<file path="config.mk">
export PLATFORM = sky130hd
export DESIGN_NAME = mcarf_top
export DESIGN_NICKNAME = d
export VERILOG_FILES = /design/src/shared/mcarf_pkg.sv /design/src/rtl/mcarf_top.sv
export SDC_FILE = /design/constraint.sdc
export NUM_CORES = 2
export LEC_CHECK = 0
export BUFFER_PORTS_ARGS = -buffer_cell sky130_fd_sc_hd__buf_2
export CAP_MARGIN = 25
export CORE_ASPECT_RATIO = 0.9
export CORE_MARGIN = 3
export CORE_UTILIZATION = 41
export DETAILED_ROUTE_END_ITERATION = 7
export PLACE_DENSITY = 0.59
export SYNTH_ARGS = -nofsm -noshare
export SYNTH_HDL_FRONTEND = slang
export SYNTH_SLANG_ARGS = --single-unit
</file>
<file path="constraint.sdc">
create_clock -name CORE_CLK -period 6.8 [get_ports CORE_CLK]
set_input_delay 1.36 -clock CORE_CLK [delete_from_list [all_inputs] [get_ports CORE_CLK]]
set_output_delay 1.36 -clock CORE_CLK [all_outputs]
set_load 0.01 [all_outputs]
</file>
<file path="src/shared/mcarf_pkg.sv">
/*
 memory controller abort capture, remap and flash read front end:
 register map, field positions, reset values and encodings.
 assumes a 32-bit AXI4-Lite register bus decoded on its low 8 bits.
*/
`default_nettype none
package mcarf_pkg;
   // -------------------------------------------------------------
   // register offsets
   // -------------------------------------------------------------
   localparam logic [7:0] MCARF_OFF_REMAP = 8'h00;
   localparam logic [7:0] MCARF_OFF_ASR = 8'h04;
   localparam logic [7:0] MCARF_OFF_AASR = 8'h08;
   localparam logic [7:0] MCARF_OFF_FMR = 8'h60;
   // -------------------------------------------------------------
   // field positions
   // -------------------------------------------------------------
   localparam int MCARF_RCR_TOGGLE = 0;
   localparam int MCARF_ASR_UNDEF = 0;
   localparam int MCARF_ASR_MIS = 1;
   localparam int MCARF_ASR_SZ = 8;
   localparam int MCARF_ASR_TYP = 10;
   localparam int MCARF_ASR_DMA_SRC = 16;
   localparam int MCARF_ASR_CPU_SRC = 17;
   localparam int MCARF_ASR_DMA_STK = 24;
   localparam int MCARF_ASR_CPU_STK = 25;
   localparam int MCARF_FMR_WST = 8;
   // -------------------------------------------------------------
   // reset values
   // -------------------------------------------------------------
   localparam logic [31:0] MCARF_AASR_RST = 32'h0000_0000;
   localparam logic [1:0] MCARF_WST_RST = 2'h0;
   localparam logic MCARF_REMAP_RST = 1'b0;
   // -------------------------------------------------------------
   // encodings
   // -------------------------------------------------------------
   typedef enum logic [1:0] {SZ_BYTE = 2'h0, SZ_HALF = 2'h1, SZ_WORD = 2'h2} mcarf_size_t;
   typedef enum logic [1:0] {TY_DREAD = 2'h0, TY_DWRITE = 2'h1, TY_FETCH = 2'h2} mcarf_kind_t;
   typedef enum logic [2:0] {RG_REMAP, RG_ASR, RG_AASR, RG_FMR, RG_NONE} mcarf_reg_t;
   typedef enum logic {FS_IDLE = 1'b0, FS_ACC = 1'b1} mcarf_fstate_t;
   localparam logic [1:0] MCARF_OKAY = 2'h0;
   localparam logic [1:0] MCARF_SLVERR = 2'h2;
endpackage
`default_nettype wire

</file>
<file path="src/rtl/mcarf_top.sv">
/*
 memory controller register bank with abort capture, remap toggle,
 flash read front end with two-word prefetch, page latch and lock gate.
 assumes an external address decoder flags undefined addresses, the
 flash array returns data after the programmed wait states, and
 requesters hold a flash read request stable until it is acknowledged.
*/
// What this block does
// writing one to remap toggle flips page-zero mapping; zero does nothing
// undefined address flag shows whether last abort hit an undefined location
// misaligned flag shows whether last abort was caused by misalignment
// abort size field: 00 byte, 01 half-word, 10 word
// abort type field: 00 data read, 01 data write, 10 code fetch
// dma source bit set when dma master issued the last abort
// cpu source bit set when processor issued the last abort
// dma sticky bit set once any dma abort has happened
// cpu sticky bit set once any processor abort has happened
// abort address register captures full faulting address, zero at reset
// two word buffers; next word fetched during second read of pair
// only code fetches use the prefetch buffers, never data reads
// wait-state field takes zero to three; read timing follows it
// with zero wait states every flash read completes in one cycle
// flash accepts byte, half-word and word reads
// flash reads wrap across the whole internal memory area
// one wait state: sequential fetches single cycle except the first
// two or three wait states: fetches alternate programmed count and one
// write-only page latch reachable across whole region, wrapping by page
// each lock region bit blocks write and erase there while set
// second plane has no own security or nvm bits; first governs both
// sticky bits clear when abort status is read
// misaligned word or half-word data access aborts; fetches exempt
// abort goes to all masters; only processor acts on it
// reserved bits read zero and ignore writes
`timescale 1ns/10ps
`default_nettype none
module mcarf_top
   import mcarf_pkg::*;
#(
   parameter int FL_AW = 18,
   parameter int PAGE_AW = 6,
   parameter int PGN_W = 10,
   parameter int LOCK_N = 16,
   parameter int LOCK_SH = 6,
   parameter int GP_N = 2
)(
   // clock and reset
   input wire logic CORE_CLK,
   input wire logic RST_N,
   // axi4-lite register slave
   input wire logic S_AXI_AWVALID,
   output logic S_AXI_AWREADY,
   input wire logic [7:0] S_AXI_AWADDR,
   input wire logic S_AXI_WVALID,
   output logic S_AXI_WREADY,
   input wire logic [31:0] S_AXI_WDATA,
   input wire logic [3:0] S_AXI_WSTRB,
   output logic S_AXI_BVALID,
   input wire logic S_AXI_BREADY,
   output logic [1:0] S_AXI_BRESP,
   input wire logic S_AXI_ARVALID,
   output logic S_AXI_ARREADY,
   input wire logic [7:0] S_AXI_ARADDR,
   output logic S_AXI_RVALID,
   input wire logic S_AXI_RREADY,
   output logic [31:0] S_AXI_RDATA,
   output logic [1:0] S_AXI_RRESP,
   // system bus access check
   input wire logic SYS_VALID,
   input wire logic [31:0] SYS_ADDR,
   input wire logic [1:0] SYS_SIZE,
   input wire logic [1:0] SYS_KIND,
   input wire logic SYS_MASTER_CPU,
   input wire logic SYS_UNDEF,
   output logic SYS_ABORT,
   output logic REMAP_ACTIVE,
   // flash read request
   input wire logic FR_REQ,
   input wire logic [31:0] FR_ADDR,
   input wire logic FR_FETCH,
   output logic FR_ACK,
   output logic [31:0] FR_RDATA,
   // flash array read port
   output logic FL_RD,
   output logic [FL_AW-3:0] FL_ADDR,
   input wire logic [31:0] FL_RDATA,
   // page latch
   input wire logic PB_WE,
   input wire logic [31:0] PB_ADDR,
   input wire logic [31:0] PB_WDATA,
   input wire logic [PAGE_AW-1:0] PB_RIDX,
   output logic [31:0] PB_RDATA,
   // lock and nonvolatile bits
   input wire logic [LOCK_N-1:0] LOCK_NV,
   input wire logic [PGN_W-1:0] OP_PAGE,
   input wire logic OP_REQ,
   output logic OP_ALLOW,
   input wire logic NV_SECURITY,
   input wire logic [GP_N-1:0] NV_GP,
   output logic [1:0] PLANE_SECURE,
   output logic [GP_N-1:0] PLANE_GP
);
   localparam int FLW = FL_AW - 2;
   localparam int RGN_W = $clog2(LOCK_N);

   function automatic mcarf_reg_t reg_dec(input logic [7:0] a);
      if (a == MCARF_OFF_REMAP)
         reg_dec = RG_REMAP;
      else if (a == MCARF_OFF_ASR)
         reg_dec = RG_ASR;
      else if (a == MCARF_OFF_AASR)
         reg_dec = RG_AASR;
      else if (a == MCARF_OFF_FMR)
         reg_dec = RG_FMR;
      else
         reg_dec = RG_NONE;
   endfunction

   function automatic logic misaligned(input logic [1:0] sz, input logic [1:0] kd,
                                       input logic [1:0] a);
      misaligned = (kd != TY_FETCH) &&
                   (((sz == SZ_WORD) && (a != 2'h0)) || ((sz == SZ_HALF) && a[0]));
   endfunction

   // ----------------------------------------------------------------
   // axi4-lite write channel
   // ----------------------------------------------------------------
   logic aw_have_q, w_have_q, bvalid_q;
   logic [7:0] aw_addr_q;
   logic [31:0] w_data_q;
   logic [3:0] w_strb_q;
   logic [1:0] bresp_q;
   logic aw_now, w_now, wr_fire;
   logic [7:0] wa;
   logic [31:0] wd;
   logic [3:0] ws;
   mcarf_reg_t wdec;

   assign S_AXI_AWREADY = !aw_have_q && !bvalid_q;
   assign S_AXI_WREADY = !w_have_q && !bvalid_q;
   assign aw_now = aw_have_q || S_AXI_AWVALID;
   assign w_now = w_have_q || S_AXI_WVALID;
   assign wr_fire = aw_now && w_now && !bvalid_q;
   assign wa = aw_have_q ? aw_addr_q : S_AXI_AWADDR;
   assign wd = w_have_q ? w_data_q : S_AXI_WDATA;
   assign ws = w_have_q ? w_strb_q : S_AXI_WSTRB;
   assign wdec = reg_dec(wa);
   assign S_AXI_BVALID = bvalid_q;
   assign S_AXI_BRESP = bresp_q;

   always_ff @(posedge CORE_CLK or negedge RST_N)
   begin
      if (!RST_N)
      begin
         aw_have_q <= 1'b0;
         w_have_q <= 1'b0;
         bvalid_q <= 1'b0;
         bresp_q <= MCARF_OKAY;
         aw_addr_q <= 8'h00;
         w_data_q <= 32'h0000_0000;
         w_strb_q <= 4'h0;
      end
      else if (wr_fire)
      begin
         aw_have_q <= 1'b0;
         w_have_q <= 1'b0;
         bvalid_q <= 1'b1;
         bresp_q <= (wdec == RG_NONE) ? MCARF_SLVERR : MCARF_OKAY;
      end
      else
      begin
         if (S_AXI_AWVALID && S_AXI_AWREADY)
         begin
            aw_have_q <= 1'b1;
            aw_addr_q <= S_AXI_AWADDR;
         end
         if (S_AXI_WVALID && S_AXI_WREADY)
         begin
            w_have_q <= 1'b1;
            w_data_q <= S_AXI_WDATA;
            w_strb_q <= S_AXI_WSTRB;
         end
         if (bvalid_q && S_AXI_BREADY)
            bvalid_q <= 1'b0;
      end
   end

   // ----------------------------------------------------------------
   // remap toggle and wait states
   // ----------------------------------------------------------------
   logic remap_q;
   logic [1:0] wst_q;
   logic remap_hit;

   assign remap_hit = wr_fire && (wdec == RG_REMAP) && ws[0] && wd[MCARF_RCR_TOGGLE];
   assign REMAP_ACTIVE = remap_q;

   always_ff @(posedge CORE_CLK or negedge RST_N)
   begin
      if (!RST_N)
         remap_q <= MCARF_REMAP_RST;
      else if (remap_hit)
         remap_q <= !remap_q;
   end

   always_ff @(posedge CORE_CLK or negedge RST_N)
   begin
      if (!RST_N)
         wst_q <= MCARF_WST_RST;
      else if (wr_fire && (wdec == RG_FMR) && ws[1])
         wst_q <= wd[MCARF_FMR_WST +: 2];
   end

   // ----------------------------------------------------------------
   // abort detection and capture
   // ----------------------------------------------------------------
   logic undef_q, mis_q, dma_src_q, cpu_src_q, dma_stk_q, cpu_stk_q;
   logic [1:0] sz_q, typ_q;
   logic [31:0] aasr_q, asr_val;
   logic mis_now, asr_rd;

   assign mis_now = misaligned(SYS_SIZE, SYS_KIND, SYS_ADDR[1:0]);
   assign SYS_ABORT = SYS_VALID && (SYS_UNDEF || mis_now);

   always_ff @(posedge CORE_CLK or negedge RST_N)
   begin
      if (!RST_N)
      begin
         undef_q <= 1'b0;
         mis_q <= 1'b0;
         sz_q <= 2'h0;
         typ_q <= 2'h0;
         dma_src_q <= 1'b0;
         cpu_src_q <= 1'b0;
         aasr_q <= MCARF_AASR_RST;
      end
      else if (SYS_ABORT)
      begin
         undef_q <= SYS_UNDEF;
         mis_q <= mis_now;
         sz_q <= SYS_SIZE;
         typ_q <= SYS_KIND;
         dma_src_q <= !SYS_MASTER_CPU;
         cpu_src_q <= SYS_MASTER_CPU;
         aasr_q <= SYS_ADDR;
      end
   end

   // set wins over the clear on read
   always_ff @(posedge CORE_CLK or negedge RST_N)
   begin
      if (!RST_N)
      begin
         dma_stk_q <= 1'b0;
         cpu_stk_q <= 1'b0;
      end
      else
      begin
         if (SYS_ABORT && !SYS_MASTER_CPU)
            dma_stk_q <= 1'b1;
         else if (asr_rd)
            dma_stk_q <= 1'b0;
         if (SYS_ABORT && SYS_MASTER_CPU)
            cpu_stk_q <= 1'b1;
         else if (asr_rd)
            cpu_stk_q <= 1'b0;
      end
   end

   always_comb
   begin
      asr_val = 32'h0000_0000;
      asr_val[MCARF_ASR_UNDEF] = undef_q;
      asr_val[MCARF_ASR_MIS] = mis_q;
      asr_val[MCARF_ASR_SZ +: 2] = sz_q;
      asr_val[MCARF_ASR_TYP +: 2] = typ_q;
      asr_val[MCARF_ASR_DMA_SRC] = dma_src_q;
      asr_val[MCARF_ASR_CPU_SRC] = cpu_src_q;
      asr_val[MCARF_ASR_DMA_STK] = dma_stk_q;
      asr_val[MCARF_ASR_CPU_STK] = cpu_stk_q;
   end

   // ----------------------------------------------------------------
   // axi4-lite read channel
   // ----------------------------------------------------------------
   logic rvalid_q, ar_fire;
   logic [31:0] rdata_q;
   logic [1:0] rresp_q;
   mcarf_reg_t rdec;

   assign S_AXI_ARREADY = !rvalid_q;
   assign ar_fire = S_AXI_ARVALID && !rvalid_q;
   assign rdec = reg_dec(S_AXI_ARADDR);
   assign asr_rd = ar_fire && (rdec == RG_ASR);
   assign S_AXI_RVALID = rvalid_q;
   assign S_AXI_RDATA = rdata_q;
   assign S_AXI_RRESP = rresp_q;

   always_ff @(posedge CORE_CLK or negedge RST_N)
   begin
      if (!RST_N)
      begin
         rvalid_q <= 1'b0;
         rdata_q <= 32'h0000_0000;
         rresp_q <= MCARF_OKAY;
      end
      else if (ar_fire)
      begin
         rvalid_q <= 1'b1;
         rresp_q <= (rdec == RG_NONE) ? MCARF_SLVERR : MCARF_OKAY;
         case (rdec)
            RG_ASR: rdata_q <= asr_val;
            RG_AASR: rdata_q <= aasr_q;
            RG_FMR: rdata_q <= 32'(wst_q) << MCARF_FMR_WST;
            default: rdata_q <= 32'h0000_0000;
         endcase
      end
      else if (S_AXI_RREADY)
         rvalid_q <= 1'b0;
   end

   // ----------------------------------------------------------------
   // flash read path with two prefetch words
   // ----------------------------------------------------------------
   mcarf_fstate_t st_q;
   logic [31:0] buf_d_q [2];
   logic [FLW-1:0] buf_t_q [2];
   logic [1:0] buf_v_q;
   logic last_q, pf_busy_q;
   logic [1:0] acc_cnt_q, pf_cnt_q;
   logic [FLW-1:0] pf_addr_q;
   logic [FLW-1:0] rw, nw;
   logic [1:0] hit_v;
   logic hit, fwd, pf_done, miss_go, acc_done, pf_start, nxt_buf;

   assign rw = FR_ADDR[FL_AW-1:2];
   assign nw = rw + FLW'(1);
   assign hit_v[0] = buf_v_q[0] && (buf_t_q[0] == rw);
   assign hit_v[1] = buf_v_q[1] && (buf_t_q[1] == rw);
   assign nxt_buf = (buf_v_q[0] && (buf_t_q[0] == nw)) || (buf_v_q[1] && (buf_t_q[1] == nw));
   assign hit = (st_q == FS_IDLE) && FR_REQ && FR_FETCH && (hit_v != 2'h0);
   assign pf_done = pf_busy_q && (pf_cnt_q == wst_q);
   assign fwd = (st_q == FS_IDLE) && FR_REQ && FR_FETCH && !hit && pf_done &&
                (pf_addr_q == rw);
   assign miss_go = (st_q == FS_IDLE) && FR_REQ && !hit && !fwd && !pf_busy_q;
   assign acc_done = (st_q == FS_ACC) && (acc_cnt_q == wst_q);
   // look ahead while the second half-word of a word is served
   assign pf_start = hit && FR_ADDR[1] && (wst_q != 2'h0) && !nxt_buf && !pf_busy_q;
   assign FR_ACK = hit || fwd || (miss_go && (wst_q == 2'h0)) || acc_done;
   assign FR_RDATA = hit ? (hit_v[0] ? buf_d_q[0] : buf_d_q[1]) : FL_RDATA;
   assign FL_RD = (st_q == FS_ACC) || pf_busy_q || pf_start || miss_go;
   assign FL_ADDR = (st_q == FS_ACC) ? rw : pf_busy_q ? pf_addr_q : pf_start ? nw : rw;

   always_ff @(posedge CORE_CLK or negedge RST_N)
   begin
      if (!RST_N)
      begin
         st_q <= FS_IDLE;
         acc_cnt_q <= 2'h0;
      end
      else
         case (st_q)
            FS_IDLE:
               if (miss_go && (wst_q != 2'h0))
               begin
                  st_q <= FS_ACC;
                  acc_cnt_q <= 2'h1;
               end
            FS_ACC:
               if (acc_done)
                  st_q <= FS_IDLE;
               else
                  acc_cnt_q <= acc_cnt_q + 2'h1;
            default: st_q <= FS_IDLE;
         endcase
   end

   always_ff @(posedge CORE_CLK or negedge RST_N)
   begin
      if (!RST_N)
      begin
         pf_busy_q <= 1'b0;
         pf_cnt_q <= 2'h0;
         pf_addr_q <= '0;
      end
      else if (pf_start)
      begin
         pf_busy_q <= 1'b1;
         pf_cnt_q <= 2'h1;
         pf_addr_q <= nw;
      end
      else if (pf_done)
         pf_busy_q <= 1'b0;
      else if (pf_busy_q)
         pf_cnt_q <= pf_cnt_q + 2'h1;
   end

   // code misses and prefetches fill the word not used last
   always_ff @(posedge CORE_CLK or negedge RST_N)
   begin
      if (!RST_N)
      begin
         buf_v_q <= 2'h0;
         last_q <= 1'b0;
         buf_d_q[0] <= 32'h0000_0000;
         buf_d_q[1] <= 32'h0000_0000;
         buf_t_q[0] <= '0;
         buf_t_q[1] <= '0;
      end
      else if (pf_done)
      begin
         buf_d_q[!last_q] <= FL_RDATA;
         buf_t_q[!last_q] <= pf_addr_q;
         buf_v_q[!last_q] <= 1'b1;
         last_q <= !last_q;
      end
      else if (FR_ACK && FR_FETCH && !hit)
      begin
         buf_d_q[!last_q] <= FL_RDATA;
         buf_t_q[!last_q] <= rw;
         buf_v_q[!last_q] <= 1'b1;
         last_q <= !last_q;
      end
      else if (hit)
         last_q <= hit_v[1];
   end

   // ----------------------------------------------------------------
   // page latch, lock gate, nonvolatile bits
   // ----------------------------------------------------------------
   logic [31:0] pb_mem [2**PAGE_AW];
   logic [PAGE_AW-1:0] pb_idx;
   logic [RGN_W-1:0] rgn;

   assign pb_idx = PB_ADDR[PAGE_AW+1:2];
   assign rgn = RGN_W'(OP_PAGE >> LOCK_SH);
   assign OP_ALLOW = OP_REQ && !LOCK_NV[rgn];

   always_ff @(posedge CORE_CLK)
   begin
      if (PB_WE)
         pb_mem[pb_idx] <= PB_WDATA;
   end

   always_ff @(posedge CORE_CLK or negedge RST_N)
   begin
      if (!RST_N)
      begin
         PB_RDATA <= 32'h0000_0000;
         PLANE_SECURE <= 2'h0;
         PLANE_GP <= '0;
      end
      else
      begin
         PB_RDATA <= pb_mem[PB_RIDX];
         PLANE_SECURE <= {2{NV_SECURITY}};
         PLANE_GP <= NV_GP;
      end
   end
endmodule
`default_nettype wire

</file>
==> flow_summary.json <==
{
  "outcome": "finished, final reports clean",
  "fin_tns_setup_ns": 0,
  "syn-instance-count": 4329,
  "cts_sinks": 2300,
  "finalSetupViolations": 0,
  "holdPathEnd": "aasr_q[21]",
  "clk_pin_slew_ns": 0.06,
  "antenna_left": 0,
  "netlist_area_um2": 91000,
  "path_max_fanout": 18,
  "clock_latency_ns": 0.86,
  "fin_crit_sh": 0.970,
  "crit_path_end_kind": "primary output",
  "ctsRootBufferMaster": "clkbuf_16",
  "yosysWarnings": 0,
  "hold_viol": 0,
  "floorplan.rows": 163,
  "synth.distinct_cells": 80,
  "power.density_nw_per_um2": 299,
  "post_drt_wl_per_cell_um": 30.7,
  "hpwlAfterDp_mm": 142,
  "ys_ff_latch": 2300,
  "async_flop_share": 0.110,
  "reg2reg_depth": 9,
  "gr-total-overflow": 0,
  "placed_area_um2": 97500,
  "fp.dieW_um": 503,
  "routed_wl_mm": 243,
  "die_h_um": 453,
  "nNetsFinal": 5087,
  "synth_ff_type": "edfxtp_1",
  "antenna_found_initial": 22,
  "cap_violations": 0,
  "start_util": 0.414,
  "port_buffers": 314,
  "final_layout_size_suffix_gt1_frac": 0.345,
  "cts_tree": "yes",
  "gp_routability_congestion": 0.869,
  "ys_seq_area_frac": 0.745,
  "cts_setup_buffers": 0,
  "pin_count": 395,
  "core_um2": 220000,
  "worst_pin_slew_ns": 1.06,
  "areaGrowthSynthToFinish_pct": 15.8,
  "min_from": "aasr_q[21]",
  "dp.cells": 7449,
  "h-tree-depth": 4,
  "crit_arrival_ns": 5.24,
  "max_freq_ghz": 0.152,
  "leakagePower_nw": 34.9,
  "syn_avg_cell_area_um2": 21.0,
  "ir_drop_mv": 0.261,
  "drt-initial-drc-count": 5344,
  "hold_class": "reg -> reg",
  "grtUsageTotal": 0.211,
  "fin_crit_ns": 6.60,
  "cts_buffers": 225,
  "grt_max_degree": 97,
  "drtPass1Iterations": 6,
  "synth_edf_count": 2048,
  "grt_pass1_vias": 45500,
  "stdcell_area_um2": 105000,
  "worst_r2r_endpoint": "buf_t_q[7]",
  "clk_path_buf_depth": 3,
  "grt_setup_unrepaired": "false",
  "worst_ep_required_time_ns": 5.44,
  "worstReg2RegStart": "wst_q[0]",
  "finalNonFillerCells": 7910,
  "vias": 45800,
  "slew_headroom": 0.290,
  "route.detailed.drc": 0,
  "min_path_cells": 2,
  "fin_hold_ws_ns": 0.465,
  "grt_pass1_wl_mm": 344,
  "final_max_slew_viol_count": 0,
  "critical_path_class": "in -> out",
  "vias_per_cell": 5.78,
  "crit_path_start_kind": "input pin",
  "clock_skew_ns": 0.0635,
  "regToRegSetupSlack_ns": 2.39,
  "die-area_um2": 228000
}
[kinds of logic (layout without fill, tap and decap cells)]
group / after synthesis / count (layout) / share of synthesized area
buffers and inverters: 271 / 953 / 0.0119
muxes: 847 / 847 / 0.187
AOI/OAI and AO/OA: 234 / 234 / 0.0170
other: 1 / 13 / 0.0000412
and+or+nand+nor: 589 / 589 / 0.0304
DFF: 2300 / 2300 / 0.745
adders and majority gates: 1 / 1 / 0.000137
xor gates and xnor gates: 86 / 86 / 0.00828
[layout make-up]
cell class              instances  area [um^2]
diodes                         11         27.5
clock buffers                 294         5990
clock inverters               124         1290
fillers                     17900       115000
inverters                      15         56.3
multi-input cells            1759        22600
flip-flops and latches       2300        67800
well taps                    2887         3610
repair buffers                520         4010
[flip-flops by register name, summed over array words and instances (netlist names), 3 cells and up]
name / cells
pb_mem: 2048
buf_d_q: 64
PB_RDATA: 32
S_AXI_RDATA: 32
aasr_q: 32
buf_t_q: 32
pf_addr_q: 16
aw_addr_q: 8
w_data_q: 3
[stage by stage]
stage	power [W]	setup WS [ns]	util
finish	0.0315	0.204	0.479
global route	0.0326	0.0753	0.479
CTS	0.0317	0.198	0.476
detailed placement	0.0195	0.219	0.443
global placement	0.0194	0.219	0.441
floorplan	0.0183	1.03	-
[critical path: stages]
cell and delay [ns]:
buf_2 0.14, buf_4 0.17, xnor2_1 0.29, o21ai_0 0.24, or4_1 0.55, or3_1 0.37
a211oi_1 0.30, o31a_1 0.78, a311oi_1 0.20, a311oi_1 0.56, buf_2 0.25
[layer usage]
metal	GRT usage	vias up	wire (um)
met4	0.0475	6	4970
met2	0.338	1779	118000
li1	-	18900	-
met5	0	-	41
met3	0.0379	297	17600
met1	0.304	24800	102000
[synth_stat cells, types with 7 or more instances]
cell type | instances | area share
inv_1 | 14 | 0.00058
buf_1 | 65 | 0.0027
nand3b_1 | 12 | 0.00099
nor3_1 | 28 | 0.0015
nor2_1 | 115 | 0.0047
a21oi_1 | 19 | 0.0010
buf_4 | 8 | 0.00066
o21ai_0 | 97 | 0.0053
mux2i_1 | 42 | 0.0046
o22ai_1 | 11 | 0.00076
a22oi_1 | 11 | 0.00091
xor2_1 | 31 | 0.0030
nand4_1 | 15 | 0.0010
nor4_1 | 10 | 0.00069
nand2b_1 | 15 | 0.0010
a311oi_1 | 14 | 0.0013
a31oi_1 | 7 | 0.00048
dfrtp_1 | 252 | 0.069
buf_2 | 14 | 0.00077
or4_1 | 7 | 0.00058
mux2_2 | 130 | 0.016
nor2b_1 | 12 | 0.00082
nand3_1 | 23 | 0.0013
clkbuf_1 | 167 | 0.0069
a211oi_1 | 8 | 0.00066
xnor2_1 | 55 | 0.0053
and3_1 | 13 | 0.00089
edfxtp_1 | 2048 | 0.68
and2_1 | 7 | 0.00048
o31ai_1 | 8 | 0.00066
nand2_1 | 288 | 0.012
mux4_2 | 670 | 0.17
and4_1 | 8 | 0.00077
[worst max path at each step]
stage,cells past startpoint,from,to,slack (ns)
detailed placement,11,FR_ADDR[3],FL_ADDR[0],0.22
CTS,11,FR_ADDR[3],FL_ADDR[0],0.20
floorplan,12,FR_ADDR[2],FL_ADDR[1],1.03
global route,11,FR_ADDR[5],FL_ADDR[10],0.08
global placement,11,FR_ADDR[3],FL_ADDR[0],0.22
finish,11,FR_ADDR[3],FL_ADDR[10],0.20
[report_power, final]
part / internal (W) / switching, W
clock: 0.00691 / 0.00538
sequential: 0.0159 / 0.000401
combinational: 0.00133 / 0.00156
[cell usage in the layout (no fill, tap or decap), drive strengths merged, types with 42 or more instances in the layout]
cell	n
edfxtp	2048
mux4	670
buf	518
clkbuf	296
nand2	289
dfrtp	252
mux2	135
nor2	118
o21ai	98
clkinv	90
xnor2	55
mux2i	42
[what timing repair did]
| item | in CTS | in global routing |
|---|---|---|
| hold buffers | 0 | 0 |
| endpoints found under the hold margin | 0 | 0 |
| endpoints found under the setup margin | 0 | 1 |
| gates resized for setup | 0 | 1 |
Note: power is estimated with default switching activity, not from simulation.
